`src/core/t1dl_regs.vh`:
```
/*
  t1dl_regs.vh: register indices, field positions, reset values and timing
  figures of the T1 data link block.
  Assumes a word-wide APB slave: byte address = 4 * register index.
*/
`ifndef T1DL_REGS_VH
`define T1DL_REGS_VH

// register indices (byte address is four times the index)
`define T1DL_IDX_RX_CODE_CONTROL 10'h015
`define T1DL_IDX_RX_FDL_BYTE 10'h062
`define T1DL_IDX_RX_CODE_VALUE 10'h063
`define T1DL_IDX_RX_LATCHED_STATUS_SEVEN 10'h096
`define T1DL_IDX_RX_INTERRUPT_MASK_SEVEN 10'h0a6
`define T1DL_IDX_TX_LINK_CONTROL_TWO 10'h113
`define T1DL_IDX_TX_FDL_BYTE 10'h162
`define T1DL_IDX_TX_CODE_VALUE 10'h163
`define T1DL_IDX_TX_CONTROL_ONE 10'h181
`define T1DL_IDX_TX_CONTROL_TWO 10'h182
`define T1DL_IDX_TX_LATCHED_STATUS_TWO 10'h191
`define T1DL_IDX_TX_INTERRUPT_MASK_TWO 10'h1a1
`define T1DL_IDX_FRAMING_MODE 10'h010
// second framer copy sits this many indices higher
`define T1DL_FRAMER_STEP 10'h200

// field positions
`define T1DL_BIT_SEND_CODE 6
`define T1DL_BIT_FBIT_PASS 6
`define T1DL_BIT_FDL_SRC 7
`define T1DL_BIT_CODE_DETECTED 0
`define T1DL_BIT_CODE_CLEARED 1
`define T1DL_BIT_RX_FDL_FULL 2
`define T1DL_BIT_TX_FDL_EMPTY 4
`define T1DL_BIT_T1_MODE 0
`define T1DL_BIT_ESF_MODE 1

// reset values
`define T1DL_RST_BYTE 8'h00
`define T1DL_RST_FRAMING 8'h03

// bit-oriented code word: eight ones, zero, six code bits, zero
`define T1DL_CODE_FLAG 8'hff

// host service window for the legacy FDL bytes
`define T1DL_HOST_WINDOW_NS 2000000
`define T1DL_CLK_NS 8
`define T1DL_HOST_WINDOW_CYC (`T1DL_HOST_WINDOW_NS / `T1DL_CLK_NS)

`endif

```
`src/core/t1dl_core.v`:
```
/*
  t1dl_core.v: T1 facility data link logic of one framer: bit-oriented code
  transmit and detect, legacy FDL/Fs byte registers, latched status, masks,
  active-low interrupt, APB register slave.
  Assumes the line framer gives one-cycle strobes at each outgoing FDL/Fs
  slot and each recovered FDL/Fs bit, all synchronous to pclk.
*/
`timescale 1ns/1ps
`include "t1dl_regs.vh"

//Function
//- send-code bit starts and sustains code insertion
//- clearing send-code ends the code sequence after the current word
//- code detection only in T1 ESF
//- detected flag after code persists filter time
//- detected code readable in receive code register
//- detected flag stays clear until new detection
//- cleared flag after code absent disintegration time
//- both code flags can drive masked interrupt
//- FDL source shifts tx byte into FDL/Fs
//- LSB first; empty flag after all bits
//- unrefreshed tx byte is sent again
//- no zero stuffing on tx FDL
//- D4 uses only lower six tx bits
//- rx bits LSB first; full flag, interrupt
//- no zero destuffing on rx FDL
//- D4 rx byte updates per multiframe, Fs only
//- second framer at plus 200 hex
//- code logic works only in T1 ESF mode
module t1dl_core #(
  parameter FRAMER_SEL = 0,
  parameter CODE_BITS = 6,
  parameter FDL_BITS = 8
) (
  // clock and reset
  input wire pclk,
  input wire presetn,
  // apb slave
  input wire psel,
  input wire penable,
  input wire pwrite,
  input wire [11:0] paddr,
  input wire [31:0] pwdata,
  output wire pready,
  output wire pslverr,
  output reg [31:0] prdata,
  // transmit framing side
  input wire tx_slot_stb,
  input wire serial_transmit_input,
  output reg tx_fbit_out,
  // receive framing side
  input wire rx_bit_stb,
  input wire rx_bit,
  input wire rx_mf_stb,
  // interrupt
  output reg interrupt_output_low
);

  reg [7:0] rx_code_control_r;
  reg [7:0] rx_fdl_byte_r;
  reg [7:0] rx_code_value_r;
  reg [2:0] rx_stat_r;
  reg [7:0] rx_interrupt_mask_seven_r;
  reg [7:0] tx_link_control_two_r;
  reg [7:0] tx_fdl_byte_r;
  reg [7:0] tx_code_value_r;
  reg [7:0] tx_control_one_r;
  reg [7:0] tx_control_two_r;
  reg tx_empty_r;
  reg [7:0] tx_interrupt_mask_two_r;
  reg [7:0] framing_mode_r;

  wire [9:0] base_w = (FRAMER_SEL != 0) ? `T1DL_FRAMER_STEP : 10'h000;
  wire [9:0] idx_w = paddr[11:2];

  function hit;
    input [9:0] idx;
    input [9:0] base;
    input [9:0] off;
    begin
      hit = (idx == (base + off));
    end
  endfunction

  wire wr_w = psel & penable & pwrite;
  wire h_rcc = hit(idx_w, base_w, `T1DL_IDX_RX_CODE_CONTROL);
  wire h_rfdl = hit(idx_w, base_w, `T1DL_IDX_RX_FDL_BYTE);
  wire h_rcv = hit(idx_w, base_w, `T1DL_IDX_RX_CODE_VALUE);
  wire h_rls = hit(idx_w, base_w, `T1DL_IDX_RX_LATCHED_STATUS_SEVEN);
  wire h_rim = hit(idx_w, base_w, `T1DL_IDX_RX_INTERRUPT_MASK_SEVEN);
  wire h_tlc = hit(idx_w, base_w, `T1DL_IDX_TX_LINK_CONTROL_TWO);
  wire h_tfdl = hit(idx_w, base_w, `T1DL_IDX_TX_FDL_BYTE);
  wire h_tcv = hit(idx_w, base_w, `T1DL_IDX_TX_CODE_VALUE);
  wire h_tc1 = hit(idx_w, base_w, `T1DL_IDX_TX_CONTROL_ONE);
  wire h_tc2 = hit(idx_w, base_w, `T1DL_IDX_TX_CONTROL_TWO);
  wire h_tls = hit(idx_w, base_w, `T1DL_IDX_TX_LATCHED_STATUS_TWO);
  wire h_tim = hit(idx_w, base_w, `T1DL_IDX_TX_INTERRUPT_MASK_TWO);
  wire h_fm = hit(idx_w, base_w, `T1DL_IDX_FRAMING_MODE);
  // unmapped indices answer with an error, ignore writes and read as zero
  wire mapped_w = h_rcc | h_rfdl | h_rcv | h_rls | h_rim | h_tlc | h_tfdl | h_tcv |
                  h_tc1 | h_tc2 | h_tls | h_tim | h_fm;

  // no wait state: read data is registered during the setup cycle
  assign pready = psel & penable;
  assign pslverr = psel & penable & ~mapped_w;

  wire t1_w = framing_mode_r[`T1DL_BIT_T1_MODE];
  wire esf_w = framing_mode_r[`T1DL_BIT_ESF_MODE];
  wire send_code_control = tx_link_control_two_r[`T1DL_BIT_SEND_CODE];
  wire fbit_pass_through = tx_control_one_r[`T1DL_BIT_FBIT_PASS];
  wire fdl_src_reg_w = ~tx_control_two_r[`T1DL_BIT_FDL_SRC];

  // filter: consecutive identical code words needed before detection
  function [3:0] filt_cnt;
    input [1:0] sel;
    begin
      case (sel)
        2'b00: filt_cnt = 4'h1;
        2'b01: filt_cnt = 4'h3;
        2'b10: filt_cnt = 4'h5;
        default: filt_cnt = 4'h7;
      endcase
    end
  endfunction

  // disintegration: code-word times with no valid word before clearing
  function [3:0] dis_cnt;
    input [1:0] sel;
    begin
      case (sel)
        2'b00: dis_cnt = 4'h1;
        2'b01: dis_cnt = 4'h2;
        2'b10: dis_cnt = 4'h4;
        default: dis_cnt = 4'h8;
      endcase
    end
  endfunction

  // transmit path
  // slot priority: pass-through, then code, then legacy byte, then serial input.
  // a byte cut by a code or pass-through resumes where it stopped, so the
  // empty flag only follows once every bit of the byte has gone out
  reg [3:0] code_pos_r;
  reg [7:0] tx_sr_r;
  reg [2:0] tx_cnt_r;
  // sent from bit 0 up: eight ones, a zero, the six code bits, a zero
  wire [15:0] code_word_w = {1'b0, tx_code_value_r[CODE_BITS-1:0], 1'b0,
                             `T1DL_CODE_FLAG};
  // a started word always runs to its end, so dropping send-code never cuts a word
  wire code_on_w = t1_w & esf_w & (send_code_control | (code_pos_r != 4'h0));
  wire fdl_on_w = ~code_on_w & fdl_src_reg_w;
  // last bit index of a legacy byte: all eight in ESF, the lower six in D4
  localparam [2:0] TX_LAST_ESF = 3'h7;
  localparam [2:0] TX_LAST_D4 = 3'h5;
  wire [2:0] tx_last_w = esf_w ? TX_LAST_ESF : TX_LAST_D4;
  wire tx_done_w = tx_slot_stb & ~fbit_pass_through & fdl_on_w & (tx_cnt_r == tx_last_w);

  always @(posedge pclk or negedge presetn) begin
    if (!presetn) begin
      // the slot bit idles high, as an idle link would
      tx_fbit_out <= 1'b1;
      code_pos_r <= 4'h0;
      tx_sr_r <= 8'h00;
      tx_cnt_r <= 3'd0;
    end else if (tx_slot_stb) begin
      if (fbit_pass_through) begin
        tx_fbit_out <= serial_transmit_input;
      end else if (code_on_w) begin
        tx_fbit_out <= code_word_w[code_pos_r];
        code_pos_r <= code_pos_r + 4'h1;
      end else if (fdl_on_w) begin
        // raw bits, no zero stuffing; reload resends an unrefreshed byte
        if (tx_cnt_r == 3'd0) begin
          tx_fbit_out <= tx_fdl_byte_r[0];
          tx_sr_r <= {1'b0, tx_fdl_byte_r[7:1]};
        end else begin
          tx_fbit_out <= tx_sr_r[0];
          tx_sr_r <= {1'b0, tx_sr_r[7:1]};
        end
        tx_cnt_r <= (tx_cnt_r == tx_last_w) ? 3'd0 : tx_cnt_r + 3'd1;
      end else begin
        tx_fbit_out <= serial_transmit_input;
      end
    end
  end

  // receive code detector
  // the sixteen newest bits sit in rx_sr_r with the oldest at bit 0; a code
  // word is recognised at any alignment, so no word lock is needed.
  // gap_r counts strobes since the last good word; every full sixteen-bit
  // window without a good word counts once toward disintegration.
  // a changed code restarts the filter and, with a filter above one word, drops the valid state quietly,
  // so only a real loss of the code reports the cleared flag
  reg [15:0] rx_sr_r;
  reg [3:0] gap_r;
  reg [3:0] hits_r;
  reg [3:0] miss_r;
  reg [5:0] cand_r;
  reg code_valid_r;
  reg set_bd_r;
  reg set_bc_r;
  wire det_on_w = t1_w & esf_w & rx_bit_stb;
  wire [15:0] rx_next_w = {rx_bit, rx_sr_r[15:1]};
  wire match_w = (rx_next_w[7:0] == `T1DL_CODE_FLAG) & ~rx_next_w[8] & ~rx_next_w[15];
  wire [5:0] rx_code_w = rx_next_w[14:9];
  wire [3:0] need_w = filt_cnt(rx_code_control_r[1:0]);
  wire [3:0] dis_w = dis_cnt(rx_code_control_r[5:4]);

  always @(posedge pclk or negedge presetn) begin
    if (!presetn) begin
      rx_sr_r <= 16'h0000;
      gap_r <= 4'h0;
      hits_r <= 4'h0;
      miss_r <= 4'h0;
      cand_r <= 6'h00;
      code_valid_r <= 1'b0;
      rx_code_value_r <= `T1DL_RST_BYTE;
      set_bd_r <= 1'b0;
      set_bc_r <= 1'b0;
    end else begin
      set_bd_r <= 1'b0;
      set_bc_r <= 1'b0;
      if (det_on_w) begin
        rx_sr_r <= rx_next_w;
        if (match_w) begin
          gap_r <= 4'h0;
          miss_r <= 4'h0;
          if (rx_code_w != cand_r || hits_r == 4'h0) begin
            cand_r <= rx_code_w;
            hits_r <= 4'h1;
            if (need_w == 4'h1 && (!code_valid_r || rx_code_w != cand_r)) begin
              code_valid_r <= 1'b1;
              rx_code_value_r <= {2'b00, rx_code_w};
              set_bd_r <= 1'b1;
            end else if (code_valid_r) begin
              code_valid_r <= 1'b0; // a different code starts a fresh filter
            end
          end else if (hits_r < need_w) begin
            hits_r <= hits_r + 4'h1;
            if (hits_r + 4'h1 == need_w && !code_valid_r) begin
              code_valid_r <= 1'b1;
              rx_code_value_r <= {2'b00, rx_code_w};
              set_bd_r <= 1'b1;
            end
          end
        end else if (gap_r == 4'hf) begin
          gap_r <= 4'h0;
          if (miss_r + 4'h1 >= dis_w) begin
            miss_r <= 4'h0;
            hits_r <= 4'h0;
            if (code_valid_r) begin
              code_valid_r <= 1'b0;
              set_bc_r <= 1'b1;
            end
          end else begin
            miss_r <= miss_r + 4'h1;
          end
        end else begin
          gap_r <= gap_r + 4'h1;
        end
      end
    end
  end

  // receive legacy FDL / Fs byte, raw bits with no destuffing
  // the ESF bit counter free-runs: the host learns that eight more bits
  // arrived, not where any message starts
  reg [7:0] rx_fsr_r;
  reg [2:0] rx_cnt_r;
  reg set_full_r;

  always @(posedge pclk or negedge presetn) begin
    if (!presetn) begin
      rx_fsr_r <= 8'h00;
      rx_cnt_r <= 3'd0;
      rx_fdl_byte_r <= `T1DL_RST_BYTE;
      set_full_r <= 1'b0;
    end else begin
      set_full_r <= 1'b0;
      if (t1_w && esf_w && rx_bit_stb) begin
        rx_fsr_r <= {rx_bit, rx_fsr_r[7:1]};
        rx_cnt_r <= rx_cnt_r + 3'd1;
        if (rx_cnt_r == FDL_BITS - 1) begin
          rx_fdl_byte_r <= {rx_bit, rx_fsr_r[7:1]};
          set_full_r <= 1'b1;
        end
      end else if (t1_w && !esf_w) begin
        // six Fs bits per multiframe; they land in the upper six shift stages
        // the framer strobes only Fs slots here, never the Ft bits
        if (rx_mf_stb) begin
          rx_fdl_byte_r <= {2'b00, rx_fsr_r[7:2]};
          set_full_r <= 1'b1;
          rx_cnt_r <= 3'd0;
        end else if (rx_bit_stb) begin
          rx_fsr_r <= {rx_bit, rx_fsr_r[7:1]};
        end
      end
    end
  end

  // registers, sticky flags (set wins over a write-one clear)
  // a status write clears only the bits written as one, so the host can
  // acknowledge one flag without losing another that set meanwhile
  always @(posedge pclk or negedge presetn) begin
    if (!presetn) begin
      rx_code_control_r <= `T1DL_RST_BYTE;
      rx_interrupt_mask_seven_r <= `T1DL_RST_BYTE;
      tx_link_control_two_r <= `T1DL_RST_BYTE;
      tx_fdl_byte_r <= `T1DL_RST_BYTE;
      tx_code_value_r <= `T1DL_RST_BYTE;
      tx_control_one_r <= `T1DL_RST_BYTE;
      tx_control_two_r <= `T1DL_RST_BYTE;
      tx_interrupt_mask_two_r <= `T1DL_RST_BYTE;
      framing_mode_r <= `T1DL_RST_FRAMING;
      rx_stat_r <= 3'b000;
      tx_empty_r <= 1'b0;
    end else begin
      if (wr_w && h_rcc) rx_code_control_r <= pwdata[7:0];
      if (wr_w && h_rim) rx_interrupt_mask_seven_r <= pwdata[7:0];
      if (wr_w && h_tlc) tx_link_control_two_r <= pwdata[7:0];
      if (wr_w && h_tfdl) tx_fdl_byte_r <= pwdata[7:0];
      if (wr_w && h_tcv) tx_code_value_r <= pwdata[7:0];
      if (wr_w && h_tc1) tx_control_one_r <= pwdata[7:0];
      if (wr_w && h_tc2) tx_control_two_r <= pwdata[7:0];
      if (wr_w && h_tim) tx_interrupt_mask_two_r <= pwdata[7:0];
      if (wr_w && h_fm) framing_mode_r <= pwdata[7:0];
      rx_stat_r <= (rx_stat_r & ~((wr_w && h_rls) ? pwdata[2:0] : 3'b000)) |
                   {set_full_r, set_bc_r, set_bd_r};
      tx_empty_r <= (tx_empty_r & ~(wr_w && h_tls && pwdata[`T1DL_BIT_TX_FDL_EMPTY])) |
                    tx_done_w;
    end
  end

  // interrupt level stays low while any enabled flag is set
  wire rx_irq_w = |(rx_stat_r & rx_interrupt_mask_seven_r[2:0]);
  wire tx_irq_w = tx_empty_r & tx_interrupt_mask_two_r[`T1DL_BIT_TX_FDL_EMPTY];
  // registered so the pin cannot glitch while a flag and its mask change together
  always @(posedge pclk or negedge presetn) begin
    if (!presetn) begin
      interrupt_output_low <= 1'b1;
    end else begin
      interrupt_output_low <= ~(rx_irq_w | tx_irq_w);
    end
  end

  // read data captured in the setup cycle
  // capturing early gives zero wait states; the value returned is the one
  // standing during the setup cycle
  always @(posedge pclk or negedge presetn) begin
    if (!presetn) begin
      prdata <= 32'h00000000;
    end else if (psel && !penable) begin
      prdata <= 32'h00000000;
      if (h_rcc) prdata[7:0] <= rx_code_control_r;
      if (h_rfdl) prdata[7:0] <= rx_fdl_byte_r;
      if (h_rcv) prdata[7:0] <= rx_code_value_r;
      if (h_rls) prdata[7:0] <= {5'b00000, rx_stat_r};
      if (h_rim) prdata[7:0] <= rx_interrupt_mask_seven_r;
      if (h_tlc) prdata[7:0] <= tx_link_control_two_r;
      if (h_tfdl) prdata[7:0] <= tx_fdl_byte_r;
      if (h_tcv) prdata[7:0] <= tx_code_value_r;
      if (h_tc1) prdata[7:0] <= tx_control_one_r;
      if (h_tc2) prdata[7:0] <= tx_control_two_r;
      if (h_tls) prdata[7:0] <= {3'b000, tx_empty_r, 4'h0};
      if (h_tim) prdata[7:0] <= tx_interrupt_mask_two_r;
      if (h_fm) prdata[7:0] <= framing_mode_r;
    end
  end

endmodule

```
`config.mk`:
```
export PLATFORM = sky130hd
export DESIGN_NAME = t1dl_core
export DESIGN_NICKNAME = d
export VERILOG_FILES = /design/src/core/t1dl_core.v
export VERILOG_INCLUDE_DIRS = /design/src /design/src/core
export SDC_FILE = /design/constraint.sdc
export NUM_CORES = 1
export LEC_CHECK = 0
export BUFFER_PORTS_ARGS = -buffer_cell sky130_fd_sc_hd__buf_2
export CORE_UTILIZATION = 43
export CTS_BUF_LIST = sky130_fd_sc_hd__clkbuf_8
export DETAILED_ROUTE_END_ITERATION = 16
export PLACE_DENSITY = 0.6
export RECOVER_POWER = 25
export REMOVE_ABC_BUFFERS = 1
export SYNTH_ARGS = -nofsm -noshare
export SYNTH_HDL_FRONTEND = slang
export SYNTH_SLANG_ARGS = --single-unit
```
`constraint.sdc`:
```
create_clock -name pclk -period 2.8 [get_ports pclk]
set_input_delay 0 -clock pclk [delete_from_list [all_inputs] [get_ports pclk]]
set_output_delay 0 -clock pclk [all_outputs]
set_load 0.005 [all_outputs]
```
==> flow_summary.rst, run 1 <==
.. list-table::
   :header-rows: 1

   * - Metric
     - Value
   * - Largest register FFs
     - 15
   * - Inserted Clock Buffers
     - 17
   * - Row Count
     - 51
   * - Power spent charging and discharging nets
     - 1.23 mW
   * - Arrival time worst endpoint
     - 2.97 ns
   * - Post-route ant nets
     - 0
   * - Peak supply drop
     - 0.000316 V
   * - Internal power consumption
     - 3.41 mW
   * - Final period utilization
     - 92.5%
   * - Overflow after GRT
     - 0
   * - Part of the total power dissipated in the clock network
     - 37.9%
   * - Required arrival time at the worst endpoint
     - 3.18 ns
   * - Share of synthesized cell area in full adder, half adder and majority cells
     - 2.37%
   * - Area growth, synth to finish
     - 11.4%
   * - Setup TNS
     - 0 ns
   * - Maximum buffer depth of the clock tree
     - 2
   * - Vias in the first global route
     - 6404
   * - Number of antenna violations at the first check in global routing
     - 0
   * - Commonest cells after routing, fill and taps aside
     - 157 x sky130_fd_sc_hd__dfrtp_1, 107 x sky130_fd_sc_hd__nand2_1, 56 x sky130_fd_sc_hd__mux2_2
   * - Class of the most critical setup path
     - reg -> reg
   * - Global-route usage over all layers
     - 23.8%
   * - Fraction of power spent switching nets
     - 26.6%
   * - Number of I/O pins
     - 90
   * - Number of cells produced by synthesis
     - 829
   * - Number of stages on the worst hold path
     - 5
   * - Number of enable-type register cells in the synthesized netlist
     - 0
   * - Actual slew at the worst max-slew pin
     - 1.88 ns
   * - Net total in the final layout
     - 950
   * - Post-DP HPWL
     - 16700 um
   * - Final setup violation count
     - 0
   * - Yosys top cell area share
     - 44.9%
   * - Static leakage power
     - 4.60 nW
   * - DRC violation count after routing
     - 0
   * - Tmin final
     - 2.59 ns
   * - Highest signal layer in the routed design
     - met4
   * - Synth Cell Area
     - 0.00875 sq mm
   * - Placed insts
     - 1112
   * - Worst reg2reg endpoint
     - miss_r[0]$_DFFE_PN0P_
   * - Total of max-cap violations
     - 1
   * - Via density
     - 5.81
   * - Maximum number of pins on one net before global-route repair
     - 74
   * - CTS tree
     - yes
   * - Most flops, register
     - rx_sr_r
   * - Violated checks
     - capacitance limit, slew limit
   * - Clk_lat worst skew
     - 0.46 ns
   * - Standard cell core area
     - 0.0197 sq mm
   * - Number of endpoints with negative hold slack in the final report
     - 0
   * - Fmax
     - 386 MHz
   * - Wire length on met3
     - 1350 um
   * - XOR/XNOR Fraction of Synth Area
     - 1.60%
   * - Post-synth top area cell
     - sky130_fd_sc_hd__dfrtp_1
   * - Starting DRC count in detailed routing
     - 453
   * - Run status
     - complete, but fails checks
   * - Weighted congestion at the end of routability-driven global placement
     - 1.01
   * - Multiplexer area fraction after synthesis
     - 13.5%
   * - Clk sink count
     - 161
   * - Worst setup path startpoint
     - miss_r[0]$_DFFE_PN0P_
   * - Drt wl/cell
     - 20.0 um
   * - Unrepaired setup endpoints after global routing
     - false
   * - Number of standard cells in the layout, taps in and fillers out
     - 1158
   * - Share of layout cells above drive strength 1
     - 20.5%
   * - Antenna diode instance count
     - 0
   * - Total number of vias
     - 6725
   * - Compound-Gate Fraction of Synth Area
     - 13.4%
   * - FF-to-FF setup slack
     - 0.21 ns
   * - Top_reg_cell synth
     - sky130_fd_sc_hd__dfrtp_1
   * - Max-slew violations
     - 73
   * - R2r worst-path depth
     - 7
   * - Met2 Wirelength
     - 10700 um
   * - Routed WL
     - 23200 um
   * - Type of element capturing the critical path
     - register
   * - Floorplan die width
     - 145 um
   * - Synth Area per Inst
     - 10.6 sq um
   * - Crit Reg-Reg Startpoint
     - miss_r[0]$_DFFE_PN0P_
   * - Critical path launch point type
     - register
   * - Worst hold path type
     - in -> reg
   * - Post-Synth Simple-Gate Area
     - 17.9%
   * - Worst slew margin relative to its limit
     - -25.5%
   * - Unique masters post-synth
     - 84
   * - Commonest non-fill, non-tap cell in the layout
     - sky130_fd_sc_hd__dfrtp_1
   * - Full die area
     - 0.0209 sq mm
   * - Die Height
     - 145 um
   * - Logic gate share of total power
     - 9.8%
   * - Top fanout value on the critical path
     - 5
   * - Worst clock skew
     - 0.0142 ns
   * - Clock Pin Slew Worst Setup and Hold Paths
     - 0.09 ns
   * - Post-CTS Setup Inserts
     - 0
   * - Register share of total power
     - 52.3%
   * - Top post-synthesis cells by area
     - sky130_fd_sc_hd__dfrtp_1 45%, sky130_fd_sc_hd__mux2_2 7.2%, sky130_fd_sc_hd__nand2_1 4.6%
   * - Number of storage elements in the synthesis netlist
     - 161
   * - Worst setup path endpoint
     - miss_r[0]$_DFFE_PN0P_
   * - Met1 wire length
     - 10400 um
   * - Largest family of logic cells by synthesized area
     - simple AND/OR/NAND/NOR gates
   * - Synthesis Warnings
     - 0
   * - Sequential area share after synthesis
     - 46.1%
   * - H-tree depth
     - 4
   * - Cell area power density
     - 476 mW/mm^2
   * - Clock tree root buffer cell
     - sky130_fd_sc_hd__clkbuf_8
   * - 1st-pass router iterations
     - 5
   * - Fraction of registers with async set/reset
     - 100%
   * - Count of port buffers added during placement
     - 39
   * - Fill cell instance count of the final layout
     - 1819
   * - Starting density of the core
     - 44.4%
   * - Wire length of the first global-routing pass
     - 36800 um
-- worst min path at each step --
stage                     startpoint                              end
final                        penable            prdata[5]$_DFFE_PN0P_
after global routing         penable            prdata[1]$_DFFE_PN0P_
after CTS                    penable            prdata[5]$_DFFE_PN0P_
after detailed placement     presetn        code_pos_r[3]$_DFFE_PN0P_
after global placement       presetn  tx_control_two_r[7]$_DFFE_PN0P_
after floorplan              presetn            cand_r[0]$_DFFE_PN0P_
-- metal layers --
layer	vias up	GRT usage, %
li1	3098	-
met1	3359	31.8
met2	227	37.5
met3	41	5.56
met4	0	8.81
met5	-	0
-- through the flow --
stage          cell area (sq um)  hold WS, ns  setup slack, ns  power (mW)  utilization, %
6_report                    9750        0.113            0.211        4.64            49.5
5_1_grt                     9750        0.117           0.0738        4.84            49.5
4_1_cts                     9770       0.0832            0.208        4.70            49.6
3_5_place_dp                9220       0.0777            0.243        2.92            46.8
3_3_place_gp                9220       0.0699            0.302        2.91            46.8
2_1_floorplan               8480       -0.296            0.259        2.70               -
-- logic make-up after synthesis --
| group | count (synthesis) |
|---|---|
| and+or+nand+nor | 276 |
| AOI/OAI and AO/OA | 163 |
| DFF | 161 |
| muxes | 107 |
| buffers and inverters | 89 |
| adders and majority gates | 16 |
| xor gates and xnor gates | 16 |
| other | 1 |
-- synth_stat cells, drive strengths merged (8+ instances only) --
cell and instances:
nor3 23, nor2 28, nand2 109, nand3 26, a31oi 8, buf 40, ha 15, mux2 89
o21ai 48, nand2b 13, nand4 10, inv 21, a21oi 15, a211oi 8, xnor2 9, dfrtp 157
nor4 12, a22o 9, clkbuf 28, mux2i 18
-- critical path, stage by stage (launching register included) --
cell and delay, ns:
sky130_fd_sc_hd__dfrtp_1 0.43, sky130_fd_sc_hd__ha_1 0.26, sky130_fd_sc_hd__xor2_1 0.17, sky130_fd_sc_hd__ha_1 0.21, sky130_fd_sc_hd__a2111oi_1 0.57, sky130_fd_sc_hd__nor2_1 0.18
sky130_fd_sc_hd__or4_1 0.54, sky130_fd_sc_hd__o21ai_0 0.15
-- power groups by stage --
stage	clock [mW]	sequential, mW	combinational (mW)
final	1.76	2.43	0.453
after global routing	1.89	2.44	0.512
after CTS	1.81	2.43	0.461
after detailed placement	0	2.47	0.445
after global placement	0	2.47	0.437
after floorplan	0	2.46	0.235
-- repair_timing --
item / in CTS / in global routing
hold buffers: 14 / 0
endpoints found under the hold margin: 96 / 0
resized for setup: 0 / 0
-- area by class of cell --
class | count | area (sq um) | share of cell area, %
Timing Repair Buffer | 77 | 528 | 5.41
Tap cell | 265 | 332 | 3.40
Multi-Input combinational cell | 602 | 4370 | 44.8
Clock inverter | 12 | 133 | 1.36
Sequential cell | 161 | 4030 | 41.4
Clock buffer | 20 | 275 | 2.82
Inverter | 21 | 78.8 | 0.808
Power figures use the tool's default switching activity.
==> inputs of run 2 (changes only) <==
RECOVER_POWER = unset   (was 25)
==> run 2 against run 1 <==
Compared with the run above:
- final cell count is the same
- critical path type unchanged
- clock power is essentially flat
- the flow now finishes without violations
- global-route usage is the same
- critical path depth is the same
- routed wire length is essentially flat
- first-iteration DRC count grew 9.5%
- non-clock buffer count is the same
- flip-flop and latch count is the same
- sequential share of layout area shrank 0.079 points
- utilization grew 0.095 points
- register-to-register slack is essentially flat
==> flow_summary.rst, run 2 (synthesized netlist as in run 1, its figures left out) <==
.. list-table::
   :header-rows: 1

   * - Metric
     - Value
   * - Run status
     - completed
   * - Worst clock skew
     - 0.0139 ns
   * - Starting DRC count in detailed routing
     - 496
   * - DRC violation count after routing
     - 0
   * - Row Count
     - 51
   * - Share of layout cells above drive strength 1
     - 20.5%
   * - 1st-pass router iterations
     - 5
   * - Final setup violation count
     - 0
   * - CTS tree
     - yes
   * - Standard cell core area
     - 0.0197 sq mm
   * - Die Height
     - 145 um
   * - Actual slew at the worst max-slew pin
     - 0.800 ns
   * - Worst hold path type
     - in -> async
   * - Post-CTS Setup Inserts
     - 0
   * - Final period utilization
     - 92.5%
   * - Drt wl/cell
     - 20.0 um
   * - Required arrival time at the worst endpoint
     - 3.18 ns
   * - Weighted congestion at the end of routability-driven global placement
     - 1.01
   * - Cts repair resizes
     - 0
   * - Count of port buffers added during placement
     - 39
   * - Antenna diode instance count
     - 0
   * - Critical path launch point type
     - register
   * - Peak supply drop
     - 0.000317 V
   * - Full die area
     - 0.0209 sq mm
   * - Register share of total power
     - 52.2%
   * - Class of the most critical setup path
     - reg -> reg
   * - Number of endpoints with negative hold slack in the final report
     - 0
   * - Static leakage power
     - 4.61 nW
   * - Unrepaired setup endpoints after global routing
     - false
   * - Number of I/O pins
     - 90
   * - Type of element capturing the critical path
     - register
   * - Number of antenna violations at the first check in global routing
     - 0
   * - Total cell area at the placement stage
     - 0.00922 sq mm
   * - Clock tree root buffer cell
     - sky130_fd_sc_hd__clkbuf_8
   * - Critical path's most frequent cell
     - sky130_fd_sc_hd__ha_1
   * - Commonest cells after routing, fill and taps aside
     - 157 x sky130_fd_sc_hd__dfrtp_1, 107 x sky130_fd_sc_hd__nand2_1, 56 x sky130_fd_sc_hd__mux2_2
   * - Largest register FFs
     - 15
   * - Cell area power density
     - 476 mW/mm^2
   * - Internal power consumption
     - 3.41 mW
   * - Inserted Clock Buffers
     - 17
   * - Clk sink count
     - 161
   * - Power spent charging and discharging nets
     - 1.24 mW
   * - Part of the total power dissipated in the clock network
     - 37.9%
   * - Area growth, synth to finish
     - 11.6%
   * - Vias in the first global route
     - 6404
   * - Hold_ws
     - 0.107 ns
   * - Top fanout value on the critical path
     - 5
   * - Wire length of the first global-routing pass
     - 36800 um
   * - Tmin final
     - 2.59 ns
   * - Maximum number of pins on one net before global-route repair
     - 74
   * - Floorplan die width
     - 145 um
   * - Most flops, register
     - rx_sr_r
   * - Fraction of power spent switching nets
     - 26.6%
   * - Fmax
     - 386 MHz
   * - Commonest non-fill, non-tap cell in the layout
     - sky130_fd_sc_hd__dfrtp_1
   * - Clock Pin Slew Worst Setup and Hold Paths
     - 0.09 ns
   * - Post-DP HPWL
     - 16700 um
   * - Worst slew margin relative to its limit
     - 46.6%
   * - Max-slew violations
     - 0
   * - Delay of the slowest cell on the worst path
     - 0.57 ns
   * - Post-route cell area
     - 0.00977 sq mm
   * - Via density
     - 5.77
   * - Starting density of the core
     - 44.4%
   * - Maximum buffer depth of the clock tree
     - 2
   * - CTS Hold Buffers Added
     - 14
   * - Setup TNS
     - 0 ns
   * - Slowest cell on crit path
     - sky130_fd_sc_hd__a2111oi_1
   * - Post-route ant nets
     - 0
   * - Critical path, cell by cell
     - ha_1 > xor2_1 > ha_1 > a2111oi_1 > nor2_1 > or4_1 > o21ai_0
   * - Routed WL
     - 23200 um
   * - Overflow after GRT
     - 0
   * - Arrival time worst endpoint
     - 2.97 ns
   * - Net total in the final layout
     - 950
   * - H-tree depth
     - 4
   * - Logic gate share of total power
     - 9.8%
   * - Total number of vias
     - 6684
   * - Global-route usage over all layers
     - 23.8%
   * - R2r worst-path depth
     - 7
   * - Total of max-cap violations
     - 0
   * - Clk_lat worst skew
     - 0.46 ns
run 2: cell types whose count changed in the layout (fill, tap and decap cells not counted), sizes merged:
cell    change
buf         +2
clkbuf      -2
run 2: cell type report:
cell class | count | area [sq um]
inverter | 21 | 78.8
sequential | 161 | 4030
fill | 1817 | 9950
timing repair buffer | 77 | 547
clock inverter | 12 | 133
clock buffer | 20 | 275
tap | 265 | 332
multi-input combinational | 602 | 4370
run 2: final timing paths:
check,from,end,slack [ns]
worst min register to register,set_bd_r$_DFF_PN0_,rx_stat_r[0]$_DFF_PN0_,0.43
max in group asynchronous,presetn,interrupt_output_low$_DFF_PN1_,1.94
worst max-delay path,miss_r[0]$_DFFE_PN0P_,miss_r[0]$_DFFE_PN0P_,0.21
min in group pclk,penable,prdata[5]$_DFFE_PN0P_,0.11
worst min-delay path,presetn,code_pos_r[1]$_DFFE_PN0P_,0.11
worst max register to register,miss_r[0]$_DFFE_PN0P_,miss_r[0]$_DFFE_PN0P_,0.21
run 2: metal layers:
metal / part of all wire, % / routed length [um] / global-route usage [%] / up-vias
met5: 0 / 0 / 0 / -
met4: 3.1 / 728 / 8.81 / 0
met3: 5.7 / 1330 / 5.56 / 38
met2: 46 / 10700 / 37.5 / 222
met1: 45 / 10400 / 31.8 / 3322
li1: - / - / - / 3102
run 2: critical path, delay by kind of cell (launching register included):
family                     cells  cell delay (ns)
AOI/OAI and AO/OA              2             0.72
xor gates and xnor gates       1             0.17
adders and majority gates      2             0.47
DFF                            1             0.43
and+or+nand+nor                2             0.72
run 2: power by group through the flow:
stage / sequential (mW) / combinational, mW / clock, mW
final: 2.43 / 0.457 / 1.76
after CTS: 2.43 / 0.461 / 1.81
after floorplan: 2.46 / 0.235 / 0
after global placement: 2.47 / 0.437 / 0
after detailed placement: 2.47 / 0.445 / 0
after global routing: 2.44 / 0.516 / 1.89
run 2: stage by stage:
| step | setup slack (ns) | instances | util, % | power [mW] |
|---|---|---|---|---|
| CTS | 0.208 | 1158 | 49.6 | 4.70 |
| finish | 0.209 | 1158 | 49.6 | 4.65 |
| global route | 0.0738 | 1158 | 49.6 | 4.84 |
| global placement | 0.302 | 1112 | 46.8 | 2.91 |
| detailed placement | 0.243 | 1112 | 46.8 | 2.92 |
| floorplan | 0.259 | 784 | - | 2.70 |
==> inputs of run 3 (changes only) <==
ABC_AREA = 1   (was unset)
==> run 3 against run 2 <==
Compared with the run above:
- hold slack worse by 0.074 ns
- flip-flop and latch count stayed put
- count of clock-buffer cells in the layout fell by 3
- global-route usage shrank 2.2 points
- largest power group unchanged
==> flow_summary.rst, run 3 <==
.. list-table::
   :header-rows: 1

   * - Metric
     - Value
   * - Most common cell in the synthesized netlist
     - sky130_fd_sc_hd__nand2_1
   * - Synth Area per Inst
     - 8.04 sq um
   * - Share of synthesized cell area in full adder, half adder and majority cells
     - 2.47%
   * - Count of port buffers added during placement
     - 39
   * - Commonest non-fill, non-tap cell in the layout
     - sky130_fd_sc_hd__nand2_1
   * - Setup TNS
     - 0 ns
   * - Number of stages on the worst hold path
     - 5
   * - Area growth, synth to finish
     - 9.94%
   * - Peak supply drop
     - 0.000289 V
   * - Critical path launch point type
     - register
   * - Clock Pin Slew Worst Setup and Hold Paths
     - 0.10 ns
   * - Unique masters post-synth
     - 46
   * - Net total in the final layout
     - 1163
   * - Standard cell core area
     - 0.0190 sq mm
   * - Post-DP HPWL
     - 14600 um
   * - Arrival time worst endpoint
     - 2.89 ns
   * - Global-route usage over all layers
     - 21.6%
   * - Post-route ant nets
     - 0
   * - Maximum number of pins on one net before global-route repair
     - 61
   * - Post-Synth Simple-Gate Area
     - 26.4%
   * - Via density
     - 4.98
   * - Multiplexer area fraction after synthesis
     - 0%
   * - Weighted congestion at the end of routability-driven global placement
     - 0.855
   * - Clock tree root buffer cell
     - sky130_fd_sc_hd__clkbuf_8
   * - Starting density of the core
     - 44.4%
   * - Number of endpoints with negative hold slack in the final report
     - 0
   * - Floorplan die width
     - 142 um
   * - Yosys top cell area share
     - 46.7%
   * - Number of cells produced by synthesis
     - 1046
   * - Top_reg_cell synth
     - sky130_fd_sc_hd__dfrtp_1
   * - Clk sink count
     - 161
   * - Post-route cell area
     - 0.00925 sq mm
   * - Worst hold path type
     - in -> reg
   * - Number of enable-type register cells in the synthesized netlist
     - 0
   * - Required arrival time at the worst endpoint
     - 3.21 ns
   * - Static leakage power
     - 4.62 nW
   * - Synth Cell Area
     - 0.00841 sq mm
   * - Hold_ws
     - 0.0332 ns
   * - Clk_lat worst skew
     - 0.47 ns
   * - Class of the most critical setup path
     - reg -> reg
   * - Drt wl/cell
     - 14.9 um
   * - Number of antenna violations at the first check in global routing
     - 1
   * - Post-CTS Setup Inserts
     - 0
   * - Row Count
     - 50
   * - Tmin final
     - 2.47 ns
   * - Worst slew margin relative to its limit
     - 61.0%
   * - Actual slew at the worst max-slew pin
     - 0.582 ns
   * - Run status
     - completed
   * - Inserted Clock Buffers
     - 17
   * - Number of storage elements in the synthesis netlist
     - 161
   * - Starting DRC count in detailed routing
     - 560
   * - Largest register FFs
     - 15
   * - Full die area
     - 0.0201 sq mm
   * - Die Height
     - 142 um
   * - Commonest cells post-synth
     - 292 x sky130_fd_sc_hd__nand2_1, 157 x sky130_fd_sc_hd__dfrtp_1, 115 x sky130_fd_sc_hd__o21ai_0, 103 x sky130_fd_sc_hd__inv_1, 67 x sky130_fd_sc_hd__nor2_1
   * - Final setup violation count
     - 0
   * - CTS tree
     - yes
   * - Compound-Gate Fraction of Synth Area
     - 13.0%
   * - Fmax
     - 404 MHz
   * - Total number of vias
     - 6809
   * - Vias in the first global route
     - 6238
   * - Max-slew violations
     - 0
   * - Top fanout value on the critical path
     - 8
   * - Total cell area at the placement stage
     - 0.00877 sq mm
   * - Number of I/O pins
     - 90
   * - Largest family of logic cells by synthesized area
     - simple AND/OR/NAND/NOR gates
   * - Fill cell instance count of the final layout
     - 1915
   * - Overflow after GRT
     - 0
   * - Cell area power density
     - 498 mW/mm^2
   * - R2r worst-path depth
     - 11
   * - XOR/XNOR Fraction of Synth Area
     - 0.937%
   * - Worst clock skew
     - 0.0207 ns
   * - Fraction of registers with async set/reset
     - 100%
   * - Share of layout cells above drive strength 1
     - 12.6%
   * - DRC violation count after routing
     - 0
   * - Commonest cells after routing, fill and taps aside
     - 292 x sky130_fd_sc_hd__nand2_1, 157 x sky130_fd_sc_hd__dfrtp_1, 115 x sky130_fd_sc_hd__o21ai_0
   * - 1st-pass router iterations
     - 5
   * - Routed WL
     - 20400 um
   * - Wire length of the first global-routing pass
     - 33300 um
   * - Antenna diode instance count
     - 0
   * - Synthesis Warnings
     - 0
   * - H-tree depth
     - 4
   * - Top post-synthesis cells by area
     - sky130_fd_sc_hd__dfrtp_1 47%, sky130_fd_sc_hd__nand2_1 13%, sky130_fd_sc_hd__o21ai_0 6.8%
   * - Final cell utilization of the core
     - 48.8%
   * - Unrepaired setup endpoints after global routing
     - false
   * - Maximum buffer depth of the clock tree
     - 2
   * - Sequential area share after synthesis
     - 48.0%
   * - Most flops, register
     - rx_sr_r
   * - Total of max-cap violations
     - 0
   * - Post-synth top area cell
     - sky130_fd_sc_hd__dfrtp_1
   * - Final period utilization
     - 88.3%
   * - Type of element capturing the critical path
     - register
==> run 3: cells by family (layout without fill, tap and decap cells) <==
| group | after synthesis | count (layout) |
|---|---|---|
| simple gates | 485 | 485 |
| compound gates | 204 | 204 |
| other cells | 1 | 24 |
| buf+inv | 170 | 207 |
| xor+xnor | 9 | 9 |
| flops | 161 | 161 |
| fa+ha+maj | 16 | 16 |
==> run 3: critical path: stages, from the launching register on <==
cell and delay, ns:
sky130_fd_sc_hd__dfrtp_1 0.41, sky130_fd_sc_hd__inv_1 0.10, sky130_fd_sc_hd__ha_1 0.31, sky130_fd_sc_hd__nand2_1 0.23
sky130_fd_sc_hd__o21ai_0 0.30, sky130_fd_sc_hd__nand2_1 0.09, sky130_fd_sc_hd__nand3_1 0.08, sky130_fd_sc_hd__o21ai_0 0.07
sky130_fd_sc_hd__o21ai_0 0.14, sky130_fd_sc_hd__nand2_1 0.06, sky130_fd_sc_hd__dlygate4sd3_1 0.55, sky130_fd_sc_hd__nand2_1 0.07
==> run 3: layout make-up <==
type	count	area [sq um]	share of cell area [%]
Clock buffer	17	234	2.53
Clock inverter	15	170	1.84
Inverter	124	465	5.03
Multi-Input combinational cell	738	3690	40.0
Sequential cell	161	4030	43.6
Tap cell	260	325	3.52
Timing Repair Buffer	51	322	3.48
==> run 3: metal layers <==
layer	track usage [%]	wire length, um	vias to the layer above
met4	4.64	180	0
met5	0	0	-
met3	3.98	886	17
li1	-	-	3458
met2	33.2	9100	134
met1	31.6	10200	3200
==> run 3: through the flow <==
step / std cells / setup slack, ns / power [mW]
6_report: 1366 / 0.326 / 4.61
3_5_place_dp: 1327 / 0.503 / 2.89
2_1_floorplan: 1023 / 0.388 / 2.71
3_3_place_gp: 1327 / 0.508 / 2.88
4_1_cts: 1366 / 0.280 / 4.66
5_1_grt: 1366 / 0.0899 / 4.82
==> run 3: path summary, 6_finish.rpt <==
check / from / slack, ns / to
max: tx_cnt_r[0]$_DFFE_PN0P_ / 0.33 / tx_fbit_out$_DFFE_PN1P_
min: rx_bit_stb / 0.03 / rx_fdl_byte_r[0]$_DFFE_PN0P_
max reg2reg: tx_cnt_r[0]$_DFFE_PN0P_ / 0.33 / tx_fbit_out$_DFFE_PN1P_
min reg2reg: set_bd_r$_DFF_PN0_ / 0.45 / rx_stat_r[0]$_DFF_PN0_
max in group asynchronous: presetn / 1.92 / framing_mode_r[0]$_DFFE_PN1P_
min in group asynchronous: presetn / 0.05 / tx_sr_r[3]$_DFFE_PN0P_
==> run 3: report_power, final <==
group,switching (mW),internal [mW]
registers,0.0422,2.40
logic,0.281,0.129
clock network,1.01,0.749
total,1.33,3.27
==> run 3: timing repair <==
| action | in CTS | in global routing |
|---|---|---|
| hold endpoints to repair | 122 | 0 |
| hold buffers | 7 | 0 |
| gates resized for setup | 0 | 0 |
| endpoints found under the setup margin | 0 | 0 |
